### src/wcpp_pkg.sv
package wcpp_pkg;
  // lane widths
  localparam int TX_W   = 22;   // wide transmit word per channel
  localparam int RX_W   = 32;   // wide receive word per channel
  localparam int NR_W   = 16;   // narrow data per channel
  localparam int LANE_W = 16;   // one byte lane inside the receive word
  localparam int BYTE_W = 8;
  // flag positions inside a byte lane
  localparam int P_CTRL = 8;
  localparam int P_ERR  = 9;
  localparam int P_SYNC = 10;
  localparam int P_DISP = 11;
  localparam int P_PATT = 12;
  localparam int P_DEL  = 13;
  localparam int P_INS  = 14;
  localparam int P_RDSP = 15;
  // timing
  localparam int OC_CYC  = 16;  // offset cancel length in reconfig ticks
  localparam int RM_HOLD = 2;   // rate match flag cycles per ordered set
  localparam int OC_DIV  = 4;   // hclk cycles per reconfig tick
  // register map
  localparam logic [3:0] A_CTRL = 4'h0;
  localparam logic [3:0] A_STAT = 4'h4;
  localparam logic [3:0] A_MASK = 4'h8;
  localparam logic [3:0] A_OCST = 4'hC;
  // control fields
  localparam int C_WIDE = 0;
  localparam int C_RX   = 1;
  localparam int C_TX   = 2;
  localparam int C_PIPE = 3;
  localparam int C_W16  = 4;
  localparam int C_DEC  = 5;
  localparam int C_WA   = 6;
  localparam int C_RM   = 7;
  localparam int C_OCGO = 8;
  localparam logic [7:0] CTRL_RST = 8'hF7;
  // status fields
  localparam int S_DEL = 0;
  localparam int S_INS = 1;
  localparam int S_OCD = 2;
  localparam int S_PDV = 3;
  localparam int NIRQ  = 4;
  localparam logic [3:0] MASK_RST = 4'h0;
  localparam logic       RESP_OKAY = 1'b0;
  // offset cancel sequencer
  typedef enum logic [1:0] {
    OC_IDLE = 2'b00,
    OC_RUN  = 2'b01,
    OC_DONE = 2'b10
  } wcpp_oc_st_t;
endpackage : wcpp_pkg

### src/wcpp_lane_if.sv
`timescale 1ns/1ps
interface wcpp_lane_if #(parameter int NL = 2);
  logic [NL*8-1:0]  data;   // decoded bytes, lane order
  logic [NL-1:0]    ctrl;   // control character seen
  logic [NL-1:0]    err;    // code error
  logic [NL-1:0]    sync;   // aligner in sync
  logic [NL-1:0]    disp;   // disparity error
  logic [NL-1:0]    patt;   // alignment pattern seen
  logic [NL-1:0]    del;    // stretched deletion flag
  logic [NL-1:0]    ins;    // stretched insertion flag
  logic [NL*2-1:0]  pst;    // pipe status, two bits a lane
  logic [NL-1:0]    rdsp;   // running disparity
  logic             pipe;   // pipe functional mode
  logic             w16;    // 16-bit fabric width
  logic             dec;    // 8b10b decoder enabled
  logic [NL*16-1:0] word;   // packed lanes
  modport src (output data, ctrl, err, sync, disp, patt, del, ins, pst, rdsp,
               output pipe, w16, dec, input word);
  modport pk  (input data, ctrl, err, sync, disp, patt, del, ins, pst, rdsp,
               input pipe, w16, dec, output word);
endinterface : wcpp_lane_if

### src/wcpp_lane_pack.sv
`timescale 1ns/1ps
module wcpp_lane_pack #(
  parameter int NL = 2
) (
  wcpp_lane_if.pk lp  // lane fields in, packed word out
);
  // each byte lane fills 16 bits; odd lanes are the high byte of a channel
  for (genvar i = 0; i < NL; i++) begin : g_lane
    localparam int  B  = i * wcpp_pkg::LANE_W;
    localparam bit  HI = (i % 2) == 1;
    logic keep;
    logic dk;
    assign keep = !HI || lp.w16;
    assign dk   = keep && lp.dec;
    assign lp.word[B+7:B] = keep ? lp.data[i*8+7:i*8] : 8'h00;
    assign lp.word[B+wcpp_pkg::P_CTRL] = dk && lp.ctrl[i];
    assign lp.word[B+wcpp_pkg::P_ERR]  = dk && lp.err[i];
    assign lp.word[B+wcpp_pkg::P_SYNC] = keep && lp.sync[i];
    assign lp.word[B+wcpp_pkg::P_DISP] = dk && lp.disp[i];
    assign lp.word[B+wcpp_pkg::P_PATT] = keep && lp.patt[i];
    // rate match flags, or pipe status in pipe mode
    assign lp.word[B+wcpp_pkg::P_INS:B+wcpp_pkg::P_DEL] =
      !keep   ? 2'h0 :
      lp.pipe ? lp.pst[i*2+1:i*2] :
                {lp.ins[i], lp.del[i]};
    assign lp.word[B+wcpp_pkg::P_RDSP] = dk && lp.rdsp[i];
  end
endmodule : wcpp_lane_pack

### src/wcpp_top.sv
`timescale 1ns/1ps
// Operation
// wide transmit input is 22 bits per channel.
// wide receive output is 32 bits per channel.
// wide transmit input replaces narrow one in transmit configurations only.
// wide receive output replaces narrow one in receive configurations.
// low byte on bits 7:0, high byte on bits 23:16.
// control flags on bits 8 and 24.
// code error flags on bits 9 and 25.
// sync flags on bits 10 and 26.
// disparity error flags on bits 11 and 27.
// pattern detect flags on bits 12 and 28.
// outside pipe mode, deletion flags on bits 13 and 29.
// outside pipe mode, insertion flags on bits 14 and 30.
// in pipe mode, pipe status on bits 14:13 and 30:29.
// running disparity on bits 15 and 31.
// offset cancellation model lasts 16 reconfig clock ticks.
// other party keeps powerdown low during offset cancellation.
// width, status set and pcs block enables are reconfigurable.
// rate match flags hold two cycles per ordered set.
// channels concatenate in order, channel zero lowest.
module wcpp_top #(
  parameter int NCH    = 1,
  parameter int OC_DIV = wcpp_pkg::OC_DIV
) (
  input  wire logic                             hclk,            // bus clock
  input  wire logic                             hresetn,         // async reset
  input  wire logic                             hsel,            // slave select
  input  wire logic [31:0]                      haddr,           // address
  input  wire logic [1:0]                       htrans,          // transfer type
  input  wire logic                             hwrite,          // write
  input  wire logic [2:0]                       hsize,           // size, word only
  input  wire logic [31:0]                      hwdata,          // write data
  input  wire logic                             hready,          // bus ready
  output logic                                  hreadyout,       // slave ready
  output logic [31:0]                           hrdata,          // read data
  output logic                                  hresp,           // response
  output logic                                  irq,             // interrupt
  input  wire logic [NCH*wcpp_pkg::TX_W-1:0]    tx_wide,         // fabric tx word
  input  wire logic [NCH*wcpp_pkg::NR_W-1:0]    tx_narrow,       // fabric tx data
  output logic [NCH*wcpp_pkg::TX_W-1:0]         xcvr_tx,         // to channel
  input  wire logic [NCH*wcpp_pkg::NR_W-1:0]    rx_data,         // decoded bytes
  input  wire logic [NCH*2-1:0]                 rx_ctrl,         // control char
  input  wire logic [NCH*2-1:0]                 rx_err,          // code error
  input  wire logic [NCH*2-1:0]                 rx_sync,         // in sync
  input  wire logic [NCH*2-1:0]                 rx_disp,         // disparity err
  input  wire logic [NCH*2-1:0]                 rx_patt,         // pattern seen
  input  wire logic [NCH*2-1:0]                 rx_rmdel,        // deletion pulse
  input  wire logic [NCH*2-1:0]                 rx_rmins,        // insertion pulse
  input  wire logic [NCH*4-1:0]                 rx_pipest,       // pipe status
  input  wire logic [NCH*2-1:0]                 rx_rdisp,        // running disp
  output logic [NCH*wcpp_pkg::RX_W-1:0]         rx_wide,         // fabric rx word
  output logic [NCH*wcpp_pkg::NR_W-1:0]         rx_narrow,       // fabric rx data
  input  wire logic                             xcvr_powerdown,  // channel power down
  output logic [4:0]                            pcs_cfg,         // rm wa dec w16 pipe
  output logic                                  oc_busy          // offset cancel active
);
  localparam int NL = 2 * NCH;

  logic [7:0]                  ctrl_q;
  logic [wcpp_pkg::NIRQ-1:0]   stat_q;
  logic [wcpp_pkg::NIRQ-1:0]   mask_q;
  logic [wcpp_pkg::NIRQ-1:0]   ev;
  logic [wcpp_pkg::NIRQ-1:0]   clr;
  logic                        wr_q;
  logic                        rd_q;
  logic [3:0]                  adr_q;
  logic                        ap;
  logic                        wr_fire;
  logic                        oc_go;
  logic [31:0]                 rmux;
  wcpp_pkg::wcpp_oc_st_t       st_q;
  logic [7:0]                  dv_q;
  logic [4:0]                  oc_cnt_q;
  logic                        tick;
  logic                        wide_on;
  logic                        rx_en;
  logic                        tx_en;

  wcpp_lane_if #(.NL(NL)) lp ();

  wcpp_lane_pack #(.NL(NL)) u_pack (
    .lp (lp.pk)
  );

  // bus address phase decode
  assign ap      = hsel && hready && htrans[1];
  assign wr_fire = wr_q && hready;
  assign oc_go   = wr_fire && adr_q == wcpp_pkg::A_CTRL && hwdata[wcpp_pkg::C_OCGO];
  assign wide_on = ctrl_q[wcpp_pkg::C_WIDE];
  assign rx_en   = ctrl_q[wcpp_pkg::C_RX];
  assign tx_en   = ctrl_q[wcpp_pkg::C_TX];

  // address phase capture
  always_ff @(posedge hclk or negedge hresetn) begin
    if (!hresetn) begin
      wr_q  <= 1'b0;
      rd_q  <= 1'b0;
      adr_q <= 4'h0;
    end else if (hready) begin
      wr_q  <= ap && hwrite;
      rd_q  <= ap && !hwrite;
      adr_q <= haddr[3:0];
    end
  end

  // reads take one wait state so hrdata comes from a flop
  always_ff @(posedge hclk or negedge hresetn) begin
    if (!hresetn) begin
      hreadyout <= 1'b1;
      hrdata    <= 32'h0000_0000;
      hresp     <= wcpp_pkg::RESP_OKAY;
    end else begin
      hreadyout <= !(ap && !hwrite);
      hresp     <= wcpp_pkg::RESP_OKAY;
      if (rd_q && !hreadyout) begin
        hrdata <= rmux;
      end
    end
  end

  // read mux, unmapped reads zero
  always_comb begin
    case (adr_q)
      wcpp_pkg::A_CTRL: rmux = {24'h00_0000, ctrl_q};
      wcpp_pkg::A_STAT: rmux = {28'h000_0000, stat_q};
      wcpp_pkg::A_MASK: rmux = {28'h000_0000, mask_q};
      wcpp_pkg::A_OCST: rmux = {26'h000_0000, oc_cnt_q, oc_busy};
      default:          rmux = 32'h0000_0000;
    endcase
  end

  // control and mask registers
  always_ff @(posedge hclk or negedge hresetn) begin
    if (!hresetn) begin
      ctrl_q <= wcpp_pkg::CTRL_RST;
      mask_q <= wcpp_pkg::MASK_RST;
    end else if (wr_fire) begin
      if (adr_q == wcpp_pkg::A_CTRL) ctrl_q <= hwdata[7:0];
      if (adr_q == wcpp_pkg::A_MASK) mask_q <= hwdata[wcpp_pkg::NIRQ-1:0];
    end
  end

  // sticky status, a new event wins over a clear
  assign clr = (wr_fire && adr_q == wcpp_pkg::A_STAT) ? hwdata[wcpp_pkg::NIRQ-1:0] : 4'h0;
  assign ev[wcpp_pkg::S_DEL] = ctrl_q[wcpp_pkg::C_RM] && (|rx_rmdel);
  assign ev[wcpp_pkg::S_INS] = ctrl_q[wcpp_pkg::C_RM] && (|rx_rmins);
  assign ev[wcpp_pkg::S_OCD] = st_q == wcpp_pkg::OC_DONE;
  assign ev[wcpp_pkg::S_PDV] = st_q == wcpp_pkg::OC_RUN && xcvr_powerdown;

  always_ff @(posedge hclk or negedge hresetn) begin
    if (!hresetn) begin
      stat_q <= 4'h0;
      irq    <= 1'b0;
    end else begin
      stat_q <= (stat_q & ~clr) | ev;
      irq    <= |(stat_q & mask_q);
    end
  end

  // reconfig tick divider, runs only during cancellation
  assign tick = st_q == wcpp_pkg::OC_RUN && dv_q == 8'(OC_DIV - 1);

  always_ff @(posedge hclk or negedge hresetn) begin
    if (!hresetn) begin
      dv_q <= 8'h00;
    end else if (st_q != wcpp_pkg::OC_RUN || tick) begin
      dv_q <= 8'h00;
    end else begin
      dv_q <= dv_q + 8'h01;
    end
  end

  // offset cancellation sequencer
  always_ff @(posedge hclk or negedge hresetn) begin
    if (!hresetn) begin
      st_q     <= wcpp_pkg::OC_IDLE;
      oc_cnt_q <= 5'h00;
      oc_busy  <= 1'b0;
    end else begin
      case (st_q)
        wcpp_pkg::OC_IDLE: begin
          if (oc_go) begin
            st_q     <= wcpp_pkg::OC_RUN;
            oc_cnt_q <= 5'h00;
            oc_busy  <= 1'b1;
          end
        end
        wcpp_pkg::OC_RUN: begin
          if (tick) begin
            oc_cnt_q <= oc_cnt_q + 5'h01;
            if (oc_cnt_q == 5'(wcpp_pkg::OC_CYC - 1)) begin
              st_q    <= wcpp_pkg::OC_DONE;
              oc_busy <= 1'b0;
            end
          end
        end
        wcpp_pkg::OC_DONE: st_q <= wcpp_pkg::OC_IDLE;
        default:           st_q <= wcpp_pkg::OC_IDLE;
      endcase
    end
  end

  // rate match flags stretched per ordered set
  for (genvar i = 0; i < NL; i++) begin : g_rm
    logic [2:0] dc_q;
    logic [2:0] ic_q;
    always_ff @(posedge hclk or negedge hresetn) begin
      if (!hresetn) begin
        dc_q <= 3'h0;
        ic_q <= 3'h0;
      end else begin
        dc_q <= hold_next(dc_q, rx_rmdel[i] && ctrl_q[wcpp_pkg::C_RM]);
        ic_q <= hold_next(ic_q, rx_rmins[i] && ctrl_q[wcpp_pkg::C_RM]);
      end
    end
    assign lp.del[i] = dc_q != 3'h0;
    assign lp.ins[i] = ic_q != 3'h0;
  end

  function automatic logic [2:0] hold_next(input logic [2:0] c, input logic e);
    logic [3:0] s;
    s = {1'b0, c} - {3'h0, c != 3'h0} + (e ? 4'(wcpp_pkg::RM_HOLD) : 4'h0);
    return (s > 4'h7) ? 3'h7 : s[2:0];
  endfunction : hold_next

  // lane fields into the packer
  assign lp.data = rx_data;
  assign lp.ctrl = rx_ctrl;
  assign lp.err  = rx_err;
  assign lp.sync = rx_sync;
  assign lp.disp = rx_disp;
  assign lp.patt = rx_patt;
  assign lp.pst  = rx_pipest;
  assign lp.rdsp = rx_rdisp;
  assign lp.pipe = ctrl_q[wcpp_pkg::C_PIPE];
  assign lp.w16  = ctrl_q[wcpp_pkg::C_W16];
  assign lp.dec  = ctrl_q[wcpp_pkg::C_DEC];

  // receive outputs, wide word replaces narrow data
  always_ff @(posedge hclk or negedge hresetn) begin
    if (!hresetn) begin
      rx_wide   <= '0;
      rx_narrow <= '0;
      pcs_cfg   <= 5'h00;
    end else begin
      rx_wide   <= (wide_on && rx_en) ? lp.word : '0;
      rx_narrow <= (!wide_on && rx_en) ? rx_data : '0;
      pcs_cfg   <= {ctrl_q[wcpp_pkg::C_RM], ctrl_q[wcpp_pkg::C_WA], ctrl_q[wcpp_pkg::C_DEC],
                    ctrl_q[wcpp_pkg::C_W16], ctrl_q[wcpp_pkg::C_PIPE]};
    end
  end

  // transmit select per channel, channel zero lowest
  for (genvar c = 0; c < NCH; c++) begin : g_tx
    localparam int TB = c * wcpp_pkg::TX_W;
    localparam int NB = c * wcpp_pkg::NR_W;
    always_ff @(posedge hclk or negedge hresetn) begin
      if (!hresetn) begin
        xcvr_tx[TB+wcpp_pkg::TX_W-1:TB] <= '0;
      end else if (!tx_en) begin
        xcvr_tx[TB+wcpp_pkg::TX_W-1:TB] <= '0;
      end else if (wide_on) begin
        xcvr_tx[TB+wcpp_pkg::TX_W-1:TB] <= tx_wide[TB+wcpp_pkg::TX_W-1:TB];
      end else begin
        xcvr_tx[TB+wcpp_pkg::TX_W-1:TB] <= {6'h00, tx_narrow[NB+wcpp_pkg::NR_W-1:NB]};
      end
    end
  end

  logic rxw;
  assign rxw = wide_on && rx_en && ctrl_q[wcpp_pkg::C_W16] && ctrl_q[wcpp_pkg::C_DEC];
endmodule : wcpp_top

### config.mk
export PLATFORM = sky130hd
export DESIGN_NAME = wcpp_top
export DESIGN_NICKNAME = d
export VERILOG_FILES = /design/src/wcpp_pkg.sv /design/src/wcpp_lane_if.sv /design/src/wcpp_lane_pack.sv /design/src/wcpp_top.sv
export SDC_FILE = /design/constraint.sdc
export NUM_CORES = 1
export LEC_CHECK = 0
export ABC_AREA = 0
export BUFFER_PORTS_ARGS = -buffer_cell sky130_fd_sc_hd__buf_2
export CORE_ASPECT_RATIO = 0.7
export CORE_MARGIN = 3
export CORE_UTILIZATION = 49
export CTS_BUF_LIST = sky130_fd_sc_hd__clkbuf_8
export DETAILED_ROUTE_END_ITERATION = 8
export PLACE_DENSITY = 0.83
export SYNTH_ARGS = -nofsm -noshare
export SYNTH_HDL_FRONTEND = slang
export SYNTH_SLANG_ARGS = --single-unit
### constraint.sdc
create_clock -name hclk -period 2.4 [get_ports hclk]
set_input_delay 0.12 -clock hclk [delete_from_list [all_inputs] [get_ports hclk]]
set_output_delay 0.12 -clock hclk [all_outputs]
set_load 0.01 [all_outputs]
## After elaboration in Yosys (flattened, before gate mapping)

Index checks and enable logic that the tools add are counted.
Widths: inputs -> output; s select.

| word-level totals | value |
|---|---|
| register bits after elaboration | 159 |
| input port bits | 149 |
| output and inout port bits | 111 |

| operators by class | value |
|---|---|
| add/subtract/negate cells | 10 |
| reductions and logical operators | 50 |
| equality and inequality tests | 11 |
| bitwise logic cells | 4 |
| muxes and demuxes | 30 |
| $lt $le $gt $ge | 4 |

Operator list:

| cell | number |
|---|---|
| $mux 22 | 2 |
| $mux 32 | 1 |
| $pmux 8 s4 | 1 |
| $logic_and 1x1->1 | 30 |
| $mux 2 | 10 |
| $add 4x2->4 | 4 |
| $gt 4x3->1 const B | 4 |
| $mux 16 | 1 |
| $mux 8 | 2 |
| $sub 3x1->4 | 4 |
| $mux 3 | 4 |
| $reduce_bool 3->1 | 4 |
| $mux 5 | 2 |
| $pmux 5 s2 | 1 |
| $add 8x1->8 const B | 1 |
| $and 4x4->4 | 2 |
| $eq 4x4->1 const B | 2 |
| $eq 8x2->1 const B | 1 |
| $reduce_and 3->1 | 2 |
| $add 5x1->5 const B | 1 |
| $eq 5x4->1 const B | 1 |
| $eq 4x3->1 const B | 1 |
| $logic_not 1->1 | 4 |
| $logic_not 4->1 | 1 |
| 17 further kinds | 23 |

## Depth between registers and ports, before layout

| depth | value |
|---|---|
| word-level depth | 6 |
| gate-level depth with buffers | 8 |

## Cells and area by module

A second synthesis with hierarchy kept.

| unflattened totals | value |
|---|---|
| cells, all modules | 493 |
| area total of the unflattened synthesis | 5934.4 um2 |

Modules (own cells, without submodules):

| module | area each (um2) | times used | cells an instance |
|---|---|---|---|
| wcpp_top | 5686.7 | 1 | 458 |
| wcpp_lane_pack | 247.7 | 1 | 35 |

## Worst setup path after synthesis

No wires, ideal clock.

| timing path | value |
|---|---|
| path type | flip-flop to flip-flop |
| from | register g_rm[0].dc_q[0] |
| to | register g_rm[0].dc_q[1] |
| setup time | 0.126 ns |
| cell stages (with the launch flop) | 9 |
| buffers on the path | 0 |
| data arrival time | 1.759 ns |
| setup slack | 0.514 ns |
| path through | dfrtp_1 or3_1 ha_1 inv_1 ha_1 inv_1 fa_1 xnor2_1 nand2b_1 |

| on the way | value |
|---|---|
| word-level cells in the longest chain between the ends | 5 |

RTL lines:

| what | line | RTL |
|---|---|---|
| from (decl) | wcpp_top.sv:206 | `logic [2:0] dc_q;` |
| from (signal assigned) | wcpp_top.sv:213 | `dc_q <= hold_next(dc_q, rx_rmdel[i] && ctrl_q[wcpp_pkg::C_RM]);` |
| $reduce_bool 3->1 | wcpp_top.sv:223 | `s = {1'b0, c} - {3'h0, c != 3'h0} + (e ? 4'(wcpp_pkg::RM_HOLD) : 4'h0);` |
| $sub 3x1->4 * | wcpp_top.sv:223 |  |
| $add 4x2->4 * | wcpp_top.sv:223 |  |
| $gt 4x3->1 | wcpp_top.sv:224 | `return (s > 4'h7) ? 3'h7 : s[2:0];` |
| $mux 3 * | wcpp_top.sv:224 |  |

Mark *: on every way between the ends. The rest lies on a longest branch, timed or not.
A chain may end at the register's enable or synchronous reset.

## Worst setup path after layout

| timing path | value |
|---|---|
| from | register ctrl_q[0] |
| to | register xcvr_tx[9] in the netlist's numbering |

| on the way | value |
|---|---|
| word-level cells in the longest chain between the ends | 2 |

RTL lines:

| what | line | RTL |
|---|---|---|
| from (decl) | wcpp_top.sv:60 | `logic [7:0] ctrl_q;` |
| from (signal assigned) | wcpp_top.sv:136 | `ctrl_q <= wcpp_pkg::CTRL_RST;` |
| from (signal assigned) | wcpp_top.sv:139 | `if (adr_q == wcpp_pkg::A_CTRL) ctrl_q <= hwdata[7:0];` |
| $mux 22 | wcpp_top.sv:263 | `end else if (wide_on) begin` |
| $mux 22 | wcpp_top.sv:261 | `end else if (!tx_en) begin` |
| to (signal, indexed assignment) | wcpp_top.sv:264 | `xcvr_tx[TB+wcpp_pkg::TX_W-1:TB] <= tx_wide[TB+wcpp_pkg::TX_W-1:TB];` |
| to (signal, indexed assignment) | wcpp_top.sv:266 | `xcvr_tx[TB+wcpp_pkg::TX_W-1:TB] <= {6'h00, tx_narrow[NB+wcpp_pkg::NR_W-1:NB]};` |
| to (decl) | wcpp_top.sv:41 | `output logic [NCH*wcpp_pkg::TX_W-1:0] xcvr_tx,` |

No other way between the ends.

==> results.json <==
{
  "drcViolationCount": 0,
  "cts_tree": "yes",
  "postRouteAntennaNets": 0,
  "drive_above_1_share": 0.325,
  "num_vias": 4737,
  "port_buffers": 179,
  "synthDistinctLibCells": 54,
  "clock_power_share": 0.328,
  "setup_slack_ns": 0.150,
  "initial_utilization": 0.512,
  "numCtsBuffers": 17,
  "pre_cts_slack_ns": 0.297,
  "setup_viol": 0,
  "tightest_slew_ns": 0.763,
  "fmax_mhz": 444,
  "core_sq_um": 11300,
  "dp_hpwl_um": 10400,
  "worst_clock_skew_ns": 0.0162,
  "synth_area_leaders": "dfrtp_1 55%, dfstp_2 3.7%, mux2i_1 3.5%",
  "synth_flop_cell": "dfrtp_1",
  "rsz0062_at_grt": "no",
  "yosysTopAreaCell": "dfrtp_1",
  "grt_pass1_vias": 5009,
  "start_kind": "register",
  "cts_max_level": 4,
  "areaGrowthSynthToFinish_pct": 39.8,
  "min_period_ns": 2.25,
  "grt_overflow": 0,
  "finalPower_uw": 5840,
  "crit_type": "reg2reg",
  "relSlewSlack": 0.484,
  "clk_pin_slew_ns": 0.10,
  "maxSlewViolCount": 0,
  "die_w_um": 136,
  "cts-resized-gates": 0,
  "clock_latency_ns": 0.45,
  "wl_per_cell_um": 19.0,
  "worstPathArrival_ns": 2.59,
  "pwr-share-seq": 0.465,
  "crit_fanout": 24,
  "hold_viol_final": 0,
  "swShare": 0.312,
  "p_sw_uw": 1820,
  "synth_edf_count": 0,
  "fin_nets": 917,
  "fin_area_sq_um": 8050,
  "placed_area_sq_um": 6710,
  "finalSetupTns_ns": 0,
  "period_share": 0.937,
  "routed_via_density": 5.18,
  "first_pass_iters": 4,
  "grt_max_degree": 56,
  "root_buffer": "clkbuf_8",
  "clk_path_buf_depth": 2,
  "synth.ff_latch_count": 135,
  "pin_count": 260,
  "min_path_type": "in2reg",
  "place_congestion": 0.845,
  "ir_worst_vdd_uv": 383,
  "antenna_found_initial": 0,
  "synth_top_area_frac": 0.552,
  "yosysWarnings": 0,
  "worst_setup_path_end_kind": "register",
  "grt_pass1_wl_um": 26800,
  "ys_async_sr_fraction": 1.00,
  "drt_first_iter_violations": 281,
  "power.leakage_uw": 0.00429,
  "status": "finished, final reports clean",
  "syn_area_per_cell_sq_um": 12.2,
  "core.rowCount": 32,
  "syn_inst": 472,
  "die_y_um": 96.7,
  "drv_cap": 0,
  "die-area_sq_um": 13100,
  "routed_wl_um": 17400,
  "worstPathRequired_ns": 2.74,
  "antennaDiodeCount": 0,
  "whs_ns": 0.107,
  "grt_use_total": 0.267,
  "ys_seq_area_frac": 0.589,
  "clock-sinks": 135,
  "pwr_density_cell_nw_per_um2": 726,
  "synth_area_sq_um": 5760,
  "internal_power_uw": 4020,
  "pwr-share-comb": 0.208
}
[critical path, stage by stage, from the launching register on]
cell and delay, ns:
dfstp_2 0.88, buf_4 0.34, mux2i_1 0.27, dlygate4sd3_1 0.59
nor2b_1 0.06
[cells in the final DEF, fill, tap and decap left out, types with 5 or more instances in the layout]
master / instances
buf_2: 178
nand2_1: 23
mux2i_1: 20
nand3_1: 8
dfstp_2: 8
and3_1: 31
inv_1: 30
o21ai_0: 9
dlygate4sd3_1: 94
conb_1: 25
a21oi_1: 7
xnor2_1: 5
mux2_2: 16
nor2b_1: 21
nor2_1: 12
a221o_1: 5
nand2b_1: 5
clkbuf_8: 18
or3_1: 8
buf_4: 5
ha_1: 15
inv_6: 5
and2_1: 28
dfrtp_1: 127
[final timing paths]
| path | cells after the start | endpoint | slack [ns] | start |
|---|---|---|---|---|
| setup / recovery | 4 | xcvr_tx[9]$_DFF_PN0_ | 0.15 | ctrl_q[0]$_DFFE_PN1N_ |
| hold / removal | 3 | oc_busy$_DFFE_PN0P_ | 0.11 | hwdata[8] |
| setup reg to reg | 4 | xcvr_tx[9]$_DFF_PN0_ | 0.15 | ctrl_q[0]$_DFFE_PN1N_ |
| hold reg to reg | 0 | pcs_cfg[3]$_DFF_PN0_ | 0.43 | ctrl_q[6]$_DFFE_PN1N_ |
| max in group asynchronous | 3 | hreadyout$_DFF_PN1_ | 1.47 | hresetn |
| min in group asynchronous | 2 | xcvr_tx[18]$_DFF_PN0_ | 0.16 | hresetn |
[through the flow]
step / util / cells
3_3_place_gp: 0.596 / 789
4_1_cts: 0.715 / 915
5_1_grt: 0.715 / 915
2_1_floorplan: - / 496
3_5_place_dp: 0.596 / 789
6_report: 0.715 / 915
[power by group through the flow]
stage | Clock (uW) | Combinational (uW) | Sequential [uW]
6_report | 1910 | 1210 | 2710
5_1_grt | 2060 | 1360 | 2750
4_1_cts | 1920 | 1190 | 2700
3_5_place_dp | 0 | 1040 | 2740
3_3_place_gp | 0 | 952 | 2730
2_1_floorplan | 0 | 692 | 2690
[per-layer routing]
metal | global-route usage | share of wire
met1 | 0.320 | 0.38
met2 | 0.455 | 0.52
met3 | 0.0712 | 0.067
met4 | 0.114 | 0.037
met5 | 0 | 0
[cells in the mapped netlist (2+ instances only)]
library cell / instances
o21ai_0: 9
buf_2: 2
ha_1: 15
dfrtp_1: 127
a41oi_1: 3
xnor2_1: 5
or3_1: 8
a211o_1: 2
a22o_1: 4
nor3_1: 4
inv_1: 30
xor2_1: 2
nand2_1: 23
nor2_1: 12
o211ai_1: 2
a22oi_1: 2
dfstp_2: 8
mux2_2: 16
fa_1: 4
nand4_1: 2
buf_4: 25
clkbuf_1: 13
nand3_1: 8
clkbuf_2: 2
a32o_1: 4
and2_1: 28
mux2i_1: 20
a21oi_1: 7
nand2b_1: 5
mux4_2: 2
a221o_1: 5
and3_1: 31
nor2b_1: 21
[repair_timing]
action | 4_1_cts | 5_1_grt
endpoints found under the hold margin | 175 | 0
setup buffers | 0 | 0
hold buffers | 94 | 0
[area by class of cell]
| cell class | count | area, sq um |
|---|---|---|
| clock buffers | 18 | 248 |
| clock inverters | 14 | 153 |
| fillers | 727 | 3200 |
| inverters | 30 | 113 |
| multi-input cells | 287 | 2060 |
| flip-flops and latches | 135 | 3390 |
| well taps | 153 | 191 |
| repair buffers | 278 | 1890 |
[registers in the layout, indices dropped and copies added (netlist names), 6 cells and up]
signal and count:
ctrl_q 8, dv_q 8, g_rm.dc_q 6, g_rm.ic_q 6, hrdata 8, rx_narrow 16, rx_wide 32, xcvr_tx 22
[cells by family (layout without fill, tap and decap cells)]
kind of cell / count (synthesis) / after routing / synth area share
AOI/OAI and AO/OA: 45 / 45 / 0.0582
xor gates and xnor gates: 7 / 7 / 0.0107
adders and majority gates: 19 / 19 / 0.0465
buffers and inverters: 74 / 340 / 0.0685
DFF: 135 / 135 / 0.589
muxes: 38 / 38 / 0.0739
other: 1 / 25 / 0.000651
and+or+nand+nor: 153 / 153 / 0.153
No activity file was read; power rests on OpenSTA's default activity.
